**src/logic/fsm_pkg.sv**
```systemverilog
// Package for the fault status mirror latches: offsets, bit positions, reset values and carriers.
package fsm_pkg;

  // Register offsets as seen by the serial register port
  localparam logic [7:0] FSM_OFS_SECOND = 8'h2b;
  localparam logic [7:0] FSM_OFS_THIRD  = 8'h2c;

  // Reset value of both mirror registers
  localparam logic [7:0] FSM_RST_FLAGS = 8'h00;

  // Bit positions in fault_flags_second
  localparam int FSM_B2_SHARE     = 7;
  localparam int FSM_B2_ORSWITCH  = 6;
  localparam int FSM_B2_REVERSE   = 5;
  localparam int FSM_B2_SUPPLY    = 4;
  localparam int FSM_B2_GROUND    = 3;
  localparam int FSM_B2_INTREF    = 2;
  localparam int FSM_B2_EXTREF    = 1;
  localparam int FSM_B2_SUPPLY_OV = 0;

  // Bit positions in fault_flags_third
  localparam int FSM_B3_AC_OK     = 7;
  localparam int FSM_B3_PWR_REQ   = 6;
  localparam int FSM_B3_PWR_EN    = 5;
  localparam int FSM_B3_PWR_LINK  = 4;
  localparam int FSM_B3_DC_OK     = 3;
  localparam int FSM_B3_OVERCURR  = 2;
  localparam int FSM_B3_PULSE     = 1;
  localparam int FSM_B3_SUMMARY   = 0;

  // Fault sources of the second register, active high
  typedef struct packed {
    logic share;
    logic or_switch;
    logic reverse;
    logic supply;
    logic ground;
    logic int_ref;
    logic ext_ref;
    logic supply_ov;
  } fsm_src2_s;

  // Fault sources of the third register, active high
  typedef struct packed {
    logic ac_ok;
    logic power_on_request;
    logic power_enable;
    logic power_on_link;
    logic dc_ok;
    logic overcurrent;
    logic pulse;
    logic summary;
  } fsm_src3_s;

  // Register access request from the serial interface logic
  typedef struct packed {
    logic       rd;
    logic       wr;
    logic [7:0] addr;
    logic [7:0] wdata;
  } fsm_req_s;

endpackage : fsm_pkg

```
**src/logic/fsm_latch_bank.sv**
```systemverilog
// One bank of sticky fault latches with rising-edge set and read-to-clear.
`timescale 1ns/1ps
module fsm_latch_bank #(
  parameter int WIDTH = 8
) (
  // Clock and reset
  input  wire logic             clk_sys,
  input  wire logic             rst,
  // Fault sources and read strobe
  input  wire logic [WIDTH-1:0] src,
  input  wire logic             rd_clear,
  // Latched flags
  output logic      [WIDTH-1:0] flags_q
);
  import fsm_pkg::*;

  logic      [WIDTH-1:0] src_prev_q;
  wire logic [WIDTH-1:0] flags_d;

  // Flags come from a byte-wide reset value, so wider banks cannot be served
  if (WIDTH < 1 || WIDTH > $bits(FSM_RST_FLAGS)) begin : g_bad_width
    $error("fsm_latch_bank: WIDTH must be 1 to 8");
  end

  // Previous source level, for edge detection; reset to inactive so a fault
  // present at power-on still counts as an edge once released from reset
  always_ff @(posedge clk_sys) begin
    if (rst) begin
      src_prev_q <= '0;
    end else begin
      src_prev_q <= src;
    end
  end

  // Per-bit next value; an edge in the read cycle wins over the clear, so a
  // fault that starts during the read is never lost
  for (genvar i = 0; i < WIDTH; i++) begin : g_bit
    assign flags_d[i] = (src[i] && !src_prev_q[i]) ? 1'b1 :
                        (rd_clear && !src[i])      ? 1'b0 :
                        flags_q[i];
  end

  // Flag register, one writer for the whole bank
  always_ff @(posedge clk_sys) begin
    if (rst) begin
      flags_q <= FSM_RST_FLAGS[WIDTH-1:0];
    end else begin
      flags_q <= flags_d;
    end
  end

endmodule : fsm_latch_bank

```
**src/logic/fsm_status_mirror.sv**
```systemverilog
// Top of the fault status mirror: two read-to-clear flag registers behind the register port.
`timescale 1ns/1ps

// Notes on behaviour
// - Second register bits 7..0: share, or-switch, reverse, supply, ground, intref, extref, supply-ov.
// - Third register bits 7..0: ac-ok, power request, enable, link, dc-ok, overcurrent, pulse, summary.
// - Second register resets to all zeros.
// - Third register resets to all zeros.
// - A flag sets only on an inactive-to-active edge of its source.
// - Reading a register clears its latched flags.
// - A flag whose fault is still present survives the read.
module fsm_status_mirror (
  // Clock and reset
  input  wire logic             clk_sys,
  input  wire logic             rst,
  // Fault sources
  input  wire fsm_pkg::fsm_src2_s src2,
  input  wire fsm_pkg::fsm_src3_s src3,
  // Register access from the serial interface
  input  wire fsm_pkg::fsm_req_s  req,
  // Read data and hit indication
  output logic      [7:0]       rdata_q,
  output logic                  hit
);
  import fsm_pkg::*;

  // Register map served here, read-only, read-to-clear
  //   fault_flags_second at FSM_OFS_SECOND
  //     7 share fault
  //     6 or-switch fault
  //     5 reverse current fault
  //     4 supply fault
  //     3 ground fault
  //     2 internal reference fault
  //     1 external reference fault
  //     0 supply overvoltage
  //   fault_flags_third at FSM_OFS_THIRD
  //     7 ac-ok fault
  //     6 power-on request fault
  //     5 power-enable fault
  //     4 power-on link fault
  //     3 dc-ok fault
  //     2 overcurrent flag
  //     1 pulse fault
  //     0 summary fault latch
  // Other offsets read as zero and clear nothing; writes change nothing.
  // A flag held by a persisting fault survives the first read, so the host
  // has to read twice after the fault has gone to see it drop.

  // Flag byte width, taken from the carriers so both banks stay in step
  localparam int FLAG_W = $bits(fsm_src2_s);

  // Value returned for a read of an offset that is not mapped here
  localparam logic [FLAG_W-1:0] UNMAPPED_DATA = '0;

  // Register addressed by a read; none for writes and idle cycles
  typedef enum logic [1:0] {
    SEL_NONE,
    SEL_SECOND,
    SEL_THIRD
  } fsm_sel_e;

  // One-hot mask of a bit position; a position outside the byte gives zero
  function automatic logic [FLAG_W-1:0] pos_mask(input int pos);
    logic [FLAG_W-1:0] m;
    m = '0;
    if (pos >= 0 && pos < FLAG_W) begin
      m[pos] = 1'b1;
    end
    return m;
  endfunction : pos_mask

  // Eight positions fill the byte only if all are distinct and in range
  localparam logic [FLAG_W-1:0] MAP2_MASK = pos_mask(FSM_B2_SHARE)
                                          | pos_mask(FSM_B2_ORSWITCH)
                                          | pos_mask(FSM_B2_REVERSE)
                                          | pos_mask(FSM_B2_SUPPLY)
                                          | pos_mask(FSM_B2_GROUND)
                                          | pos_mask(FSM_B2_INTREF)
                                          | pos_mask(FSM_B2_EXTREF)
                                          | pos_mask(FSM_B2_SUPPLY_OV);
  localparam logic [FLAG_W-1:0] MAP3_MASK = pos_mask(FSM_B3_AC_OK)
                                          | pos_mask(FSM_B3_PWR_REQ)
                                          | pos_mask(FSM_B3_PWR_EN)
                                          | pos_mask(FSM_B3_PWR_LINK)
                                          | pos_mask(FSM_B3_DC_OK)
                                          | pos_mask(FSM_B3_OVERCURR)
                                          | pos_mask(FSM_B3_PULSE)
                                          | pos_mask(FSM_B3_SUMMARY);

  // Elaboration checks: a broken map or offset table would alias two flags
  if (MAP2_MASK != '1) begin : g_bad_map2
    $error("fsm_status_mirror: second register bit map is not one-to-one");
  end
  if (MAP3_MASK != '1) begin : g_bad_map3
    $error("fsm_status_mirror: third register bit map is not one-to-one");
  end
  if (FSM_OFS_SECOND == FSM_OFS_THIRD) begin : g_bad_ofs
    $error("fsm_status_mirror: both registers share one offset");
  end
  if ($bits(fsm_src3_s) != FLAG_W || $bits(FSM_RST_FLAGS) != FLAG_W) begin : g_bad_width
    $error("fsm_status_mirror: carriers and reset value differ in width");
  end

  logic [7:0] flags2_q;
  logic [7:0] flags3_q;
  logic [7:0] src2_v;
  logic [7:0] src3_v;
  logic       rd2;
  logic       rd3;
  fsm_sel_e   sel;
  logic [7:0] rdata_d;

  // Address match, used for both decode and the hit output
  function automatic logic is_ofs(input logic [7:0] a, input logic [7:0] o);
    return a == o;
  endfunction : is_ofs

  // Offset to register select, shared by the read path
  function automatic fsm_sel_e decode_ofs(input logic [7:0] a);
    fsm_sel_e s;
    s = SEL_NONE;
    if (is_ofs(a, FSM_OFS_SECOND)) begin
      s = SEL_SECOND;
    end else if (is_ofs(a, FSM_OFS_THIRD)) begin
      s = SEL_THIRD;
    end
    return s;
  endfunction : decode_ofs

  // Second register sources, each at its flag bit position
  always_comb begin
    src2_v                   = '0;
    src2_v[FSM_B2_SHARE]     = src2.share;
    src2_v[FSM_B2_ORSWITCH]  = src2.or_switch;
    src2_v[FSM_B2_REVERSE]   = src2.reverse;
    src2_v[FSM_B2_SUPPLY]    = src2.supply;
    src2_v[FSM_B2_GROUND]    = src2.ground;
    src2_v[FSM_B2_INTREF]    = src2.int_ref;
    src2_v[FSM_B2_EXTREF]    = src2.ext_ref;
    src2_v[FSM_B2_SUPPLY_OV] = src2.supply_ov;
  end

  // Third register sources, each at its flag bit position
  always_comb begin
    src3_v                   = '0;
    src3_v[FSM_B3_AC_OK]     = src3.ac_ok;
    src3_v[FSM_B3_PWR_REQ]   = src3.power_on_request;
    src3_v[FSM_B3_PWR_EN]    = src3.power_enable;
    src3_v[FSM_B3_PWR_LINK]  = src3.power_on_link;
    src3_v[FSM_B3_DC_OK]     = src3.dc_ok;
    src3_v[FSM_B3_OVERCURR]  = src3.overcurrent;
    src3_v[FSM_B3_PULSE]     = src3.pulse;
    src3_v[FSM_B3_SUMMARY]   = src3.summary;
  end

  // Only reads clear; the write strobe is never decoded
  assign rd2 = req.rd && is_ofs(req.addr, FSM_OFS_SECOND);
  assign rd3 = req.rd && is_ofs(req.addr, FSM_OFS_THIRD);
  assign hit = is_ofs(req.addr, FSM_OFS_SECOND) || is_ofs(req.addr, FSM_OFS_THIRD);

  // Writes: req.wr and req.wdata are left undecoded on purpose. Every flag is
  // read-only, so a write can neither set nor clear one, while a write to a
  // mapped offset still raises hit so the serial side can acknowledge it.

  // Timing per bank: a source edge sampled on one clock sets the flag there;
  // a read sampled on a later edge returns the flag byte on the next cycle
  // and, on that same edge, clears every flag whose source is low. An edge
  // meeting the read wins, so nothing is lost between snapshot and clear.
  // Second register bank
  fsm_latch_bank #(.WIDTH(FLAG_W)) u_second (
    .clk_sys  (clk_sys),
    .rst      (rst),
    .src      (src2_v),
    .rd_clear (rd2),
    .flags_q  (flags2_q)
  );

  // Third register bank
  fsm_latch_bank #(.WIDTH(FLAG_W)) u_third (
    .clk_sys  (clk_sys),
    .rst      (rst),
    .src      (src3_v),
    .rd_clear (rd3),
    .flags_q  (flags3_q)
  );

  // Read select; only a read strobe picks a register
  always_comb begin
    sel = SEL_NONE;
    if (req.rd) begin
      sel = decode_ofs(req.addr);
    end
  end

  // Next read data is the pre-clear flag byte, so the host sees what it clears.
  // The byte holds between reads; a write never reaches this path.
  always_comb begin
    rdata_d = rdata_q;
    case (sel)
      SEL_SECOND: begin
        rdata_d = flags2_q;
      end
      SEL_THIRD: begin
        rdata_d = flags3_q;
      end
      default: begin
        if (req.rd) begin
          rdata_d = UNMAPPED_DATA;                                       // Unmapped reads return zero
        end
      end
    endcase
  end

  // Read data register
  always_ff @(posedge clk_sys) begin
    if (rst) begin
      rdata_q <= FSM_RST_FLAGS;
    end else begin
      rdata_q <= rdata_d;
    end
  end

endmodule : fsm_status_mirror

```
**config.mk**
```make
export PLATFORM = sky130hd
export DESIGN_NAME = fsm_status_mirror
export DESIGN_NICKNAME = d
export VERILOG_FILES = /design/src/logic/fsm_pkg.sv /design/src/logic/fsm_latch_bank.sv /design/src/logic/fsm_status_mirror.sv
export SDC_FILE = /design/constraint.sdc
export NUM_CORES = 1
export LEC_CHECK = 0
export ABC_CLOCK_PERIOD_IN_PS = 2800
export BUFFER_PORTS_ARGS = -buffer_cell sky130_fd_sc_hd__buf_2
export CORE_AREA = 3 3 61 63
export DETAILED_ROUTE_END_ITERATION = 12
export DIE_AREA = 0 0 64 66
export HOLD_SLACK_MARGIN = 0.03
export MAX_ROUTING_LAYER = met4
export PLACE_DENSITY = 0.75
export SYNTH_ARGS = -nofsm -noshare
export SYNTH_HDL_FRONTEND = slang
export SYNTH_SLANG_ARGS = --single-unit
```
**constraint.sdc**
```tcl
create_clock -name clk_sys -period 2.8 [get_ports clk_sys]
set_input_delay 0.56 -clock clk_sys [delete_from_list [all_inputs] [get_ports clk_sys]]
set_output_delay 0.56 -clock clk_sys [all_outputs]
set_load 0.02 [all_outputs]
```
* Yosys cells after proc, flatten, opt, wreduce, memory -nomap -nowiden
Cells that the tools add are included.
** Cells by class
- Eq/ne operators :: 4
- Multiplexer cells :: 37
- Reduce and logical (&&, ||, !) cells :: 84
** Operators by type and width (count)
- $logic_and A1 B1 Y1 :: 34
- $logic_not A1 Y1 :: 32
- $mux W1 :: 32
- $reduce_bool A2 Y1 :: 16
- $eq A8 B6 Y1 const B :: 2
- $pmux W8 S2 :: 1
- $mux W8 :: 1
- $mux W2 :: 3
- $reduce_bool A3 Y1 :: 1
- $eq A2 B1 Y1 const B :: 1
- $eq A2 B2 Y1 const B :: 1
- $logic_or A1 B1 Y1 :: 1
** Storage, ports and cells
- Flip-flop bits (word level) :: 40
- Bits of input ports :: 36
- Word-level logic and storage cells :: 144

* Longest topological paths before layout
Gate-level depths: netlist of run 1.
- Word-level depth :: 6
- Gate-level depth with buffers :: 9
- Gate-level depth less buffers :: 7

* By module
A second synthesis of run 1 with hierarchy kept.
** Second synthesis, totals
- Cell total of the unflattened synthesis :: 168
- Area, all modules :: 1680.4 sq um
** By module, submodules not included
- fsm_latch_bank :: times used 2, cells an instance 58, area each 611.8 sq um, sequential area each 320.3 sq um
- fsm_status_mirror :: times used 1, cells an instance 52, area each 456.7 sq um, sequential area each 160.2 sq um

* Worst setup path after synthesis of run 1
No wires, ideal clock.
- Path kind :: input port to output port
- From :: input req[12] (netlist bit)
- To :: output hit
- Arrival :: 1.914 ns
- Data required time :: 2.240 ns
- Slack :: 0.326 ns
- Stages :: 4
- Path through :: or4b_4 buf_6 buf_6 a211oi_1
** Between the ends
- Longest elaborated chain between the ends :: 2
- Elaborated cells between the ends (all ways) :: 3
- Classes of those cells :: eq/ne (2); reduce/logical (1)
** RTL lines
- start, declared :: RTL line fsm_status_mirror.sv:20 : input wire fsm_pkg::fsm_req_s req,
- $eq A8 B6 Y1 :: RTL line fsm_status_mirror.sv:116 : return a == o;
- $logic_or A1 B1 Y1 (*) :: RTL line fsm_status_mirror.sv:160 : assign hit = is_ofs(req.addr, FSM_OFS_SECOND) || is_ofs(req.addr, FSM_OFS_THIRD);
- end, declared :: RTL line fsm_status_mirror.sv:23 : output logic hit
Mark *: on every way between the ends. The rest lies on a longest branch, timed or not.

* Final worst setup path of run 1
Same ends and word-level chain as after synthesis.

==> flow_results.xml, run 1 <==
<?xml version="1.0" encoding="UTF-8"?>
<metrics>
  <group name="setup_path">
    <metric name="worst-setup-path-type" unit="">input port to output port</metric>
    <metric name="crit_chain" unit="">buf_2 -&gt; or4b_4 -&gt; buf_4 -&gt; a211oi_1 -&gt; buf_2</metric>
    <metric name="worst_path_arrival" unit="ns">1.92</metric>
    <metric name="critical_path.max_stage_delay" unit="ns">0.55</metric>
    <metric name="setup.worst_path.end_class" unit="">output port</metric>
    <metric name="critical_path.max_fanout" unit="">17</metric>
    <metric name="path_common_cell" unit="">buf_2</metric>
    <metric name="timing.critical_path.slowest_stage_cell" unit="">or4b_4</metric>
    <metric name="worstSetupStartpointType" unit="">input port</metric>
    <metric name="worstPathRequired" unit="ns">2.24</metric>
  </group>
  <group name="sta">
    <metric name="tightestPinTransition" unit="ns">0.733</metric>
    <metric name="report.final.slew_viol_count" unit="">0</metric>
    <metric name="finalCritPeriodShare" unit="%">88.7</metric>
    <metric name="finalWorstPathRequiredPeriod" unit="ns">2.48</metric>
    <metric name="setup_tns" unit="ns">0</metric>
    <metric name="setup_repair_after_global_routing_missed_its_margin" unit="">false</metric>
    <metric name="timing.max_slew.rel_slack" unit="%">51.1</metric>
    <metric name="whs" unit="ns">0.444</metric>
    <metric name="skew" unit="ns">0.00429</metric>
    <metric name="report.final.setup_viol" unit="">0</metric>
    <metric name="finalHoldViolations" unit="">0</metric>
    <metric name="fmax" unit="GHz">0.403</metric>
  </group>
  <group name="synthesis">
    <metric name="yosysTopAreaCell" unit="">dfxtp_1</metric>
    <metric name="yosys-top-cells-area" unit="">dfxtp_1 (50%), nor2b_1 (9.7%), a21oi_1 (7.4%), nor4_1 (5.8%), nor3_1 (5.0%)</metric>
    <metric name="synth_top_area_share" unit="%">49.7</metric>
    <metric name="synth_enable_flop_cells" unit="">0</metric>
    <metric name="number_of_different_library_cells_in_the_post_synthesis_netlist" unit="">21</metric>
    <metric name="number_of_synthesized_register_bits" unit="">40</metric>
    <metric name="mappedNetlistNets" unit="">216</metric>
    <metric name="asyncSetResetFlopFracSynth" unit="%">0</metric>
    <metric name="synth_cells" unit="">177</metric>
    <metric name="mappedNetlistArea" unit="sq um">1610</metric>
    <metric name="synth.yosys.warnings" unit="">0</metric>
    <metric name="synthesis.area_per_instance" unit="sq um">9.11</metric>
    <metric name="synth-main-ff-cell" unit="">dfxtp_1</metric>
    <metric name="synth_seq_area_share" unit="%">49.7</metric>
    <metric name="synthMostInstantiatedCell" unit="">dfxtp_1</metric>
    <metric name="synth_commonest_cells" unit="">dfxtp_1 (40), nor2b_1 (25), a21oi_1 (24), inv_1 (17), nor3_1 (16)</metric>
  </group>
  <group name="pwr">
    <metric name="swShare" unit="%">24.6</metric>
    <metric name="post-layout-total-power" unit="mW">1.00</metric>
    <metric name="power.clock.fraction" unit="%">30.4</metric>
    <metric name="logic_pwr_share" unit="%">8.6</metric>
    <metric name="cell_internal_pwr" unit="mW">0.756</metric>
    <metric name="total_leakage_power" unit="nW">0.789</metric>
    <metric name="power.density_cell_area" unit="nW/um^2">539</metric>
    <metric name="seqPwrFrac" unit="%">61.0</metric>
    <metric name="ir_worst_vdd" unit="V">0.000218</metric>
    <metric name="p_switching" unit="mW">0.247</metric>
  </group>
  <group name="floorplan">
    <metric name="die_area" unit="sq um">4220</metric>
    <metric name="rows" unit="">21</metric>
    <metric name="pin_count" unit="">45</metric>
    <metric name="die_w" unit="um">64</metric>
    <metric name="fp.dieH" unit="um">66</metric>
    <metric name="effective_utilization_at_floorplan" unit="%">49.1</metric>
    <metric name="area_of_the_core" unit="sq um">3280</metric>
  </group>
  <group name="detailed_routing">
    <metric name="drt_pass_1_iters" unit="">4</metric>
    <metric name="detail_route.drc_violations" unit="">0</metric>
    <metric name="antenna_violating_nets_post_route" unit="">0</metric>
    <metric name="vias_per_cell" unit="">5.05</metric>
    <metric name="wire_per_inst" unit="um">12.9</metric>
    <metric name="route.vias.total" unit="">1307</metric>
    <metric name="drt_iter0_markers" unit="">125</metric>
    <metric name="routed_wl" unit="mm">3.33</metric>
  </group>
  <group name="final_layout">
    <metric name="final_util" unit="%">56.7</metric>
    <metric name="post_route_cells_drive_above_1_share" unit="%">25.8</metric>
    <metric name="area_growth_syn_to_layout" unit="%">15.5</metric>
    <metric name="num-nets-final" unit="">251</metric>
    <metric name="postLayoutCellArea" unit="sq um">1860</metric>
    <metric name="count_of_filler_cells_inserted_in_the_layout" unit="">311</metric>
    <metric name="diodes" unit="">0</metric>
  </group>
  <group name="clock_tree">
    <metric name="post_cts_resized" unit="">0</metric>
    <metric name="clkSlewWorstSetupHoldPaths" unit="ns">0.11</metric>
    <metric name="cts_inserted_buffers" unit="">5</metric>
    <metric name="cts_hold_repair.buffers" unit="">0</metric>
    <metric name="cts_post_setup_buffers_inserted" unit="">0</metric>
    <metric name="clk_latency" unit="ns">0.35</metric>
    <metric name="tritoncts" unit="">built</metric>
    <metric name="cts_buffer_depth" unit="">2</metric>
    <metric name="ctsRootBufferMaster" unit="">clkbuf_4</metric>
    <metric name="clock_sink_count" unit="">40</metric>
    <metric name="htreeDepth" unit="">2</metric>
  </group>
  <group name="place">
    <metric name="place_congestion" unit="">0.757</metric>
    <metric name="place_area" unit="sq um">1800</metric>
    <metric name="quantity_of_i_o_buffers_inserted_on_ports" unit="">35</metric>
    <metric name="dp_hpwl" unit="mm">2.18</metric>
  </group>
  <group name="run">
    <metric name="drv.max_cap_violation_count" unit="">0</metric>
  </group>
  <group name="min_path">
    <metric name="classification_of_the_worst_slack_hold_path" unit="">input port to register</metric>
  </group>
  <group name="global_route">
    <metric name="gr_util_all_layers" unit="%">17.5</metric>
    <metric name="antenna_found_initial" unit="">0</metric>
    <metric name="grt_first_pass_wirelength" unit="mm">5.51</metric>
    <metric name="grt_remaining_overflow" unit="">0</metric>
    <metric name="grt_start_max_net_pins" unit="">41</metric>
    <metric name="first_global_vias" unit="">1142</metric>
  </group>
  <group name="status">
    <metric name="status" unit="">finished, final reports clean</metric>
  </group>
</metrics>
-- flip-flops by register name (all words and copies together), names as in the netlist --
name and cells:
u_second.flags_q 8, u_third.flags_q 8, rdata_q 8, u_second.src_prev_q 8, u_third.src_prev_q 8
-- stage by stage --
step           worst slack (ns)  instances
3_5_place_dp              0.212        251
6_report                  0.316        259
2_1_floorplan             0.326        177
4_1_cts                   0.340        259
3_3_place_gp              0.221        251
5_1_grt                   0.316        259
-- layout make-up --
type                    instances  area (sq um)  share of cell area [%]
flip-flops and latches         40           801                    43.0
multi-input cells             107           667                    35.8
repair buffers                 39           205                    11.0
inverters                      19          71.3                    3.83
well taps                      46          57.6                    3.09
clock buffers                   6          51.3                    2.75
clock inverters                 2          10.0                   0.537
-- cells by family after synthesis --
| kind of cell | count (synthesis) | share of synthesized area [%] |
|---|---|---|
| and+or+nand+nor | 71 | 26.8 |
| DFF | 40 | 49.7 |
| AOI/OAI and AO/OA | 33 | 12.3 |
| buffers and inverters | 30 | 9.00 |
| adders and majority gates | 3 | 2.33 |
-- power by group through the flow --
stage	combinational, mW	clock, mW	sequential [mW]
global placement	0.0829	0	0.625
floorplan	0.0530	0	0.621
global route	0.0973	0.343	0.616
finish	0.0859	0.305	0.612
CTS	0.0855	0.314	0.612
detailed placement	0.0851	0	0.625
-- worst max-delay path: cells and delay by family --
kind | cells | cell delay (ns)
AND/OR/NAND/NOR | 1 | 0.55
buffers and inverters | 3 | 0.53
AO/OA/AOI/OAI | 1 | 0.28
-- layout by cell type, fill, tap and decap left out --
master / n
clkbuf_4: 5
nor3_1: 16
nor2b_1: 25
dfxtp_1: 40
inv_2: 2
nor2_1: 8
nor4_2: 1
a211oi_1: 1
buf_4: 4
nor4_1: 15
a22o_1: 8
clkbuf_8: 1
ha_1: 3
clkinv_2: 2
or3_4: 2
or4b_4: 1
nand2_2: 1
nand3b_1: 1
or3b_2: 1
buf_2: 35
inv_1: 17
a21oi_1: 24
-- path summary, 6_finish.rpt --
| check | start | endpoint | slack (ns) | depth (start not counted) |
|---|---|---|---|---|
| worst min register to register | u_second.flags_q[7] | u_second.flags_q[7] | 0.52 | 2 |
| worst min-delay path | src2[2] | u_second.src_prev_q[2] | 0.44 | 2 |
| worst max-delay path | req[12] | hit | 0.32 | 5 |
| worst max register to register | u_second.flags_q[2] | rdata_q[2] | 1.92 | 3 |
-- per-layer routing --
| layer | up-vias | wire, um | global-route usage (%) |
|---|---|---|---|
| met5 | - | 0 | - |
| met2 | 34 | 1450 | 23.9 |
| met1 | 590 | 1650 | 23.3 |
| met4 | 0 | 52 | 8.09 |
| met3 | 7 | 178 | 5.61 |
| li1 | 676 | - | - |
(Power assumes the default switching activity.)
==> run 2: changes to the inputs <==
--- a/config.mk
+++ b/config.mk
@@ -12,7 +12,7 @@
 export DIE_AREA = 0 0 64 66
 export HOLD_SLACK_MARGIN = 0.03
 export MAX_ROUTING_LAYER = met4
-export PLACE_DENSITY = 0.75
+export PLACE_DENSITY = 0.86
 export SYNTH_ARGS = -nofsm -noshare
 export SYNTH_HDL_FRONTEND = slang
 export SYNTH_SLANG_ARGS = --single-unit
==> run 2 against run 1 <==
- non-clock buffer count stayed put
- critical path type unchanged
- core utilization up 0.46 points
- final cell count did not move
- largest cell class unchanged
- via count rose by 5.4%
- design area up 0.81%
- critical path depth unchanged
- setup slack better by 0.10 ns
- total power increased by 6.8%
- global-route usage increased by 0.41 points
- register-to-register slack got worse by 0.02 ns
- worst hold slack worse by 0.0014 ns
==> flow_results.xml, run 2 (synthesized netlist as in run 1, its figures left out) <==
<?xml version="1.0" encoding="UTF-8"?>
<metrics>
  <group name="status">
    <metric name="status" unit="">finished, final reports clean</metric>
  </group>
  <group name="clock_tree">
    <metric name="htreeDepth" unit="">2</metric>
    <metric name="cts_buffer_depth" unit="">2</metric>
    <metric name="clock_sink_count" unit="">40</metric>
    <metric name="cts_post_setup_buffers_inserted" unit="">0</metric>
    <metric name="cts_inserted_buffers" unit="">5</metric>
    <metric name="tritoncts" unit="">built</metric>
    <metric name="post_cts_resized" unit="">0</metric>
    <metric name="clkSlewWorstSetupHoldPaths" unit="ns">0.12</metric>
    <metric name="cts_hold_repair.buffers" unit="">0</metric>
    <metric name="ctsRootBufferMaster" unit="">clkbuf_4</metric>
    <metric name="clk_latency" unit="ns">0.35</metric>
  </group>
  <group name="sta">
    <metric name="report.final.slew_viol_count" unit="">0</metric>
    <metric name="setup_repair_after_global_routing_missed_its_margin" unit="">false</metric>
    <metric name="skew" unit="ns">0.00824</metric>
    <metric name="tightestPinTransition" unit="ns">0.709</metric>
    <metric name="finalCritPeriodShare" unit="%">85.0</metric>
    <metric name="fmax" unit="GHz">0.420</metric>
    <metric name="finalWorstPathRequiredPeriod" unit="ns">2.38</metric>
    <metric name="report.final.setup_viol" unit="">0</metric>
    <metric name="timing.max_slew.rel_slack" unit="%">52.7</metric>
    <metric name="finalHoldViolations" unit="">0</metric>
    <metric name="setup_tns" unit="ns">0</metric>
  </group>
  <group name="floorplan">
    <metric name="pin_count" unit="">45</metric>
    <metric name="fp.dieH" unit="um">66</metric>
    <metric name="effective_utilization_at_floorplan" unit="%">49.1</metric>
    <metric name="rows" unit="">21</metric>
    <metric name="die_w" unit="um">64</metric>
    <metric name="area_of_the_core" unit="sq um">3280</metric>
    <metric name="die_area" unit="sq um">4220</metric>
  </group>
  <group name="pwr">
    <metric name="cell_internal_pwr" unit="mW">0.824</metric>
    <metric name="logic_pwr_share" unit="%">8.1</metric>
    <metric name="power.clock.fraction" unit="%">34.6</metric>
    <metric name="p_switching" unit="mW">0.248</metric>
    <metric name="post-layout-total-power" unit="mW">1.07</metric>
    <metric name="seqPwrFrac" unit="%">57.2</metric>
    <metric name="swShare" unit="%">23.1</metric>
    <metric name="ir_worst_vdd" unit="V">0.000204</metric>
    <metric name="power.density_cell_area" unit="nW/um^2">571</metric>
    <metric name="total_leakage_power" unit="nW">0.793</metric>
  </group>
  <group name="detailed_routing">
    <metric name="drt_pass_1_iters" unit="">5</metric>
    <metric name="detail_route.drc_violations" unit="">0</metric>
    <metric name="vias_per_cell" unit="">5.32</metric>
    <metric name="route.vias.total" unit="">1378</metric>
    <metric name="wire_per_inst" unit="um">13.5</metric>
    <metric name="antenna_violating_nets_post_route" unit="">0</metric>
    <metric name="routed_wl" unit="mm">3.49</metric>
    <metric name="drt_iter0_markers" unit="">114</metric>
  </group>
  <group name="place">
    <metric name="place_congestion" unit="">0.844</metric>
    <metric name="place_area" unit="sq um">1800</metric>
    <metric name="dp_hpwl" unit="mm">2.35</metric>
    <metric name="quantity_of_i_o_buffers_inserted_on_ports" unit="">35</metric>
  </group>
  <group name="min_path">
    <metric name="hold-path-cell-count" unit="">2</metric>
    <metric name="classification_of_the_worst_slack_hold_path" unit="">input port to register</metric>
    <metric name="min-delay-start" unit="">src2[1]</metric>
  </group>
  <group name="setup_path">
    <metric name="critical_path.max_stage_delay" unit="ns">0.48</metric>
    <metric name="cpLargestDelayFamily" unit="">buffers and inverters</metric>
    <metric name="worstPathRequired" unit="ns">2.24</metric>
    <metric name="worst-path-stages" unit="">5</metric>
    <metric name="setup.worst_path.end_class" unit="">output port</metric>
    <metric name="worst_r2r_path_depth" unit="">3</metric>
    <metric name="critical_path.max_fanout" unit="">9</metric>
    <metric name="worstSetupStartpointType" unit="">input port</metric>
    <metric name="worst_path_arrival" unit="ns">1.82</metric>
    <metric name="path_common_cell" unit="">buf_2</metric>
    <metric name="cp.buffers_inverters" unit="">3</metric>
    <metric name="worst_setup_path_startpoint" unit="">req[9]</metric>
    <metric name="worst-setup-path-type" unit="">input port to output port</metric>
    <metric name="crit_chain" unit="">buf_2 -&gt; or3b_2 -&gt; buf_4 -&gt; a211oi_1 -&gt; buf_2</metric>
    <metric name="timing.critical_path.slowest_stage_cell" unit="">or3b_2</metric>
    <metric name="r2r-start" unit="">u_second.flags_q[0]</metric>
  </group>
  <group name="final_layout">
    <metric name="postLayoutCellArea" unit="sq um">1880</metric>
    <metric name="num-nets-final" unit="">251</metric>
    <metric name="post_route_cells_drive_above_1_share" unit="%">25.4</metric>
    <metric name="diodes" unit="">0</metric>
    <metric name="area_growth_syn_to_layout" unit="%">16.4</metric>
    <metric name="multiInputGateArea" unit="sq um">667</metric>
    <metric name="layout.cells.most_common" unit="">dfxtp_1</metric>
    <metric name="final_cell_mix" unit="">dfxtp_1 (40), buf_2 (35), nor2b_1 (25), a21oi_1 (24), inv_1 (17)</metric>
    <metric name="area.sequential" unit="sq um">801</metric>
    <metric name="count_of_filler_cells_inserted_in_the_layout" unit="">297</metric>
  </group>
  <group name="global_route">
    <metric name="grt_first_pass_wirelength" unit="mm">5.60</metric>
    <metric name="first_global_vias" unit="">1233</metric>
    <metric name="grt_start_max_net_pins" unit="">41</metric>
    <metric name="gr_util_all_layers" unit="%">17.9</metric>
    <metric name="antenna_found_initial" unit="">0</metric>
    <metric name="grt_remaining_overflow" unit="">0</metric>
  </group>
  <group name="run">
    <metric name="drv.max_cap_violation_count" unit="">0</metric>
  </group>
</metrics>
==> run 2: path summary, 6_finish.rpt <==
kind | endpoint | slack, ns
worst max-delay path | hit | 0.42
worst min-delay path | u_second.src_prev_q[1] | 0.44
worst max register to register | rdata_q[0] | 1.90
worst min register to register | u_second.flags_q[5] | 0.52
==> run 2: power by group through the flow <==
| stage | Sequential [mW] | Combinational [mW] | Clock (mW) |
|---|---|---|---|
| 2_1_floorplan | 0.621 | 0.0530 | 0 |
| 3_3_place_gp | 0.625 | 0.0816 | 0 |
| 3_5_place_dp | 0.626 | 0.0849 | 0 |
| 4_1_cts | 0.614 | 0.0867 | 0.369 |
| 5_1_grt | 0.617 | 0.0969 | 0.393 |
| 6_report | 0.614 | 0.0871 | 0.371 |
==> run 2: layer usage <==
layer	share of wire (%)	vias up	global-route usage [%]
li1	-	674	-
met1	44	638	22.6
met2	48	58	27.2
met3	5.5	8	3.06
met4	1.8	0	9.70
met5	0	-	-
==> run 2: through the flow <==
| stage | util, % | hold WS, ns | setup slack (ns) | instances |
|---|---|---|---|---|
| finish | 57.2 | 0.443 | 0.419 | 259 |
| global route | 57.2 | 0.443 | 0.373 | 259 |
| CTS | 57.2 | 0.448 | 0.440 | 259 |
| detailed placement | 54.9 | 0.499 | 0.132 | 251 |
| global placement | 54.9 | 0.493 | 0.214 | 251 |
| floorplan | - | 0.484 | 0.326 | 177 |
==> run 2: final cells by class <==
| type | instances | share of cell area [%] |
|---|---|---|
| repair buffers | 39 | 10.9 |
| inverters | 19 | 3.80 |
| flip-flops and latches | 40 | 42.6 |
| well taps | 46 | 3.06 |
| multi-input cells | 107 | 35.5 |
| clock inverters | 2 | 1.87 |
| clock buffers | 6 | 2.20 |
==> run 2: worst reg2reg max path, cell delays in order, from the launching register on <==
cell and delay [ns]:
dfxtp_1 0.35, a22o_1 0.23, a21oi_1 0.14, nor2_1 0.04
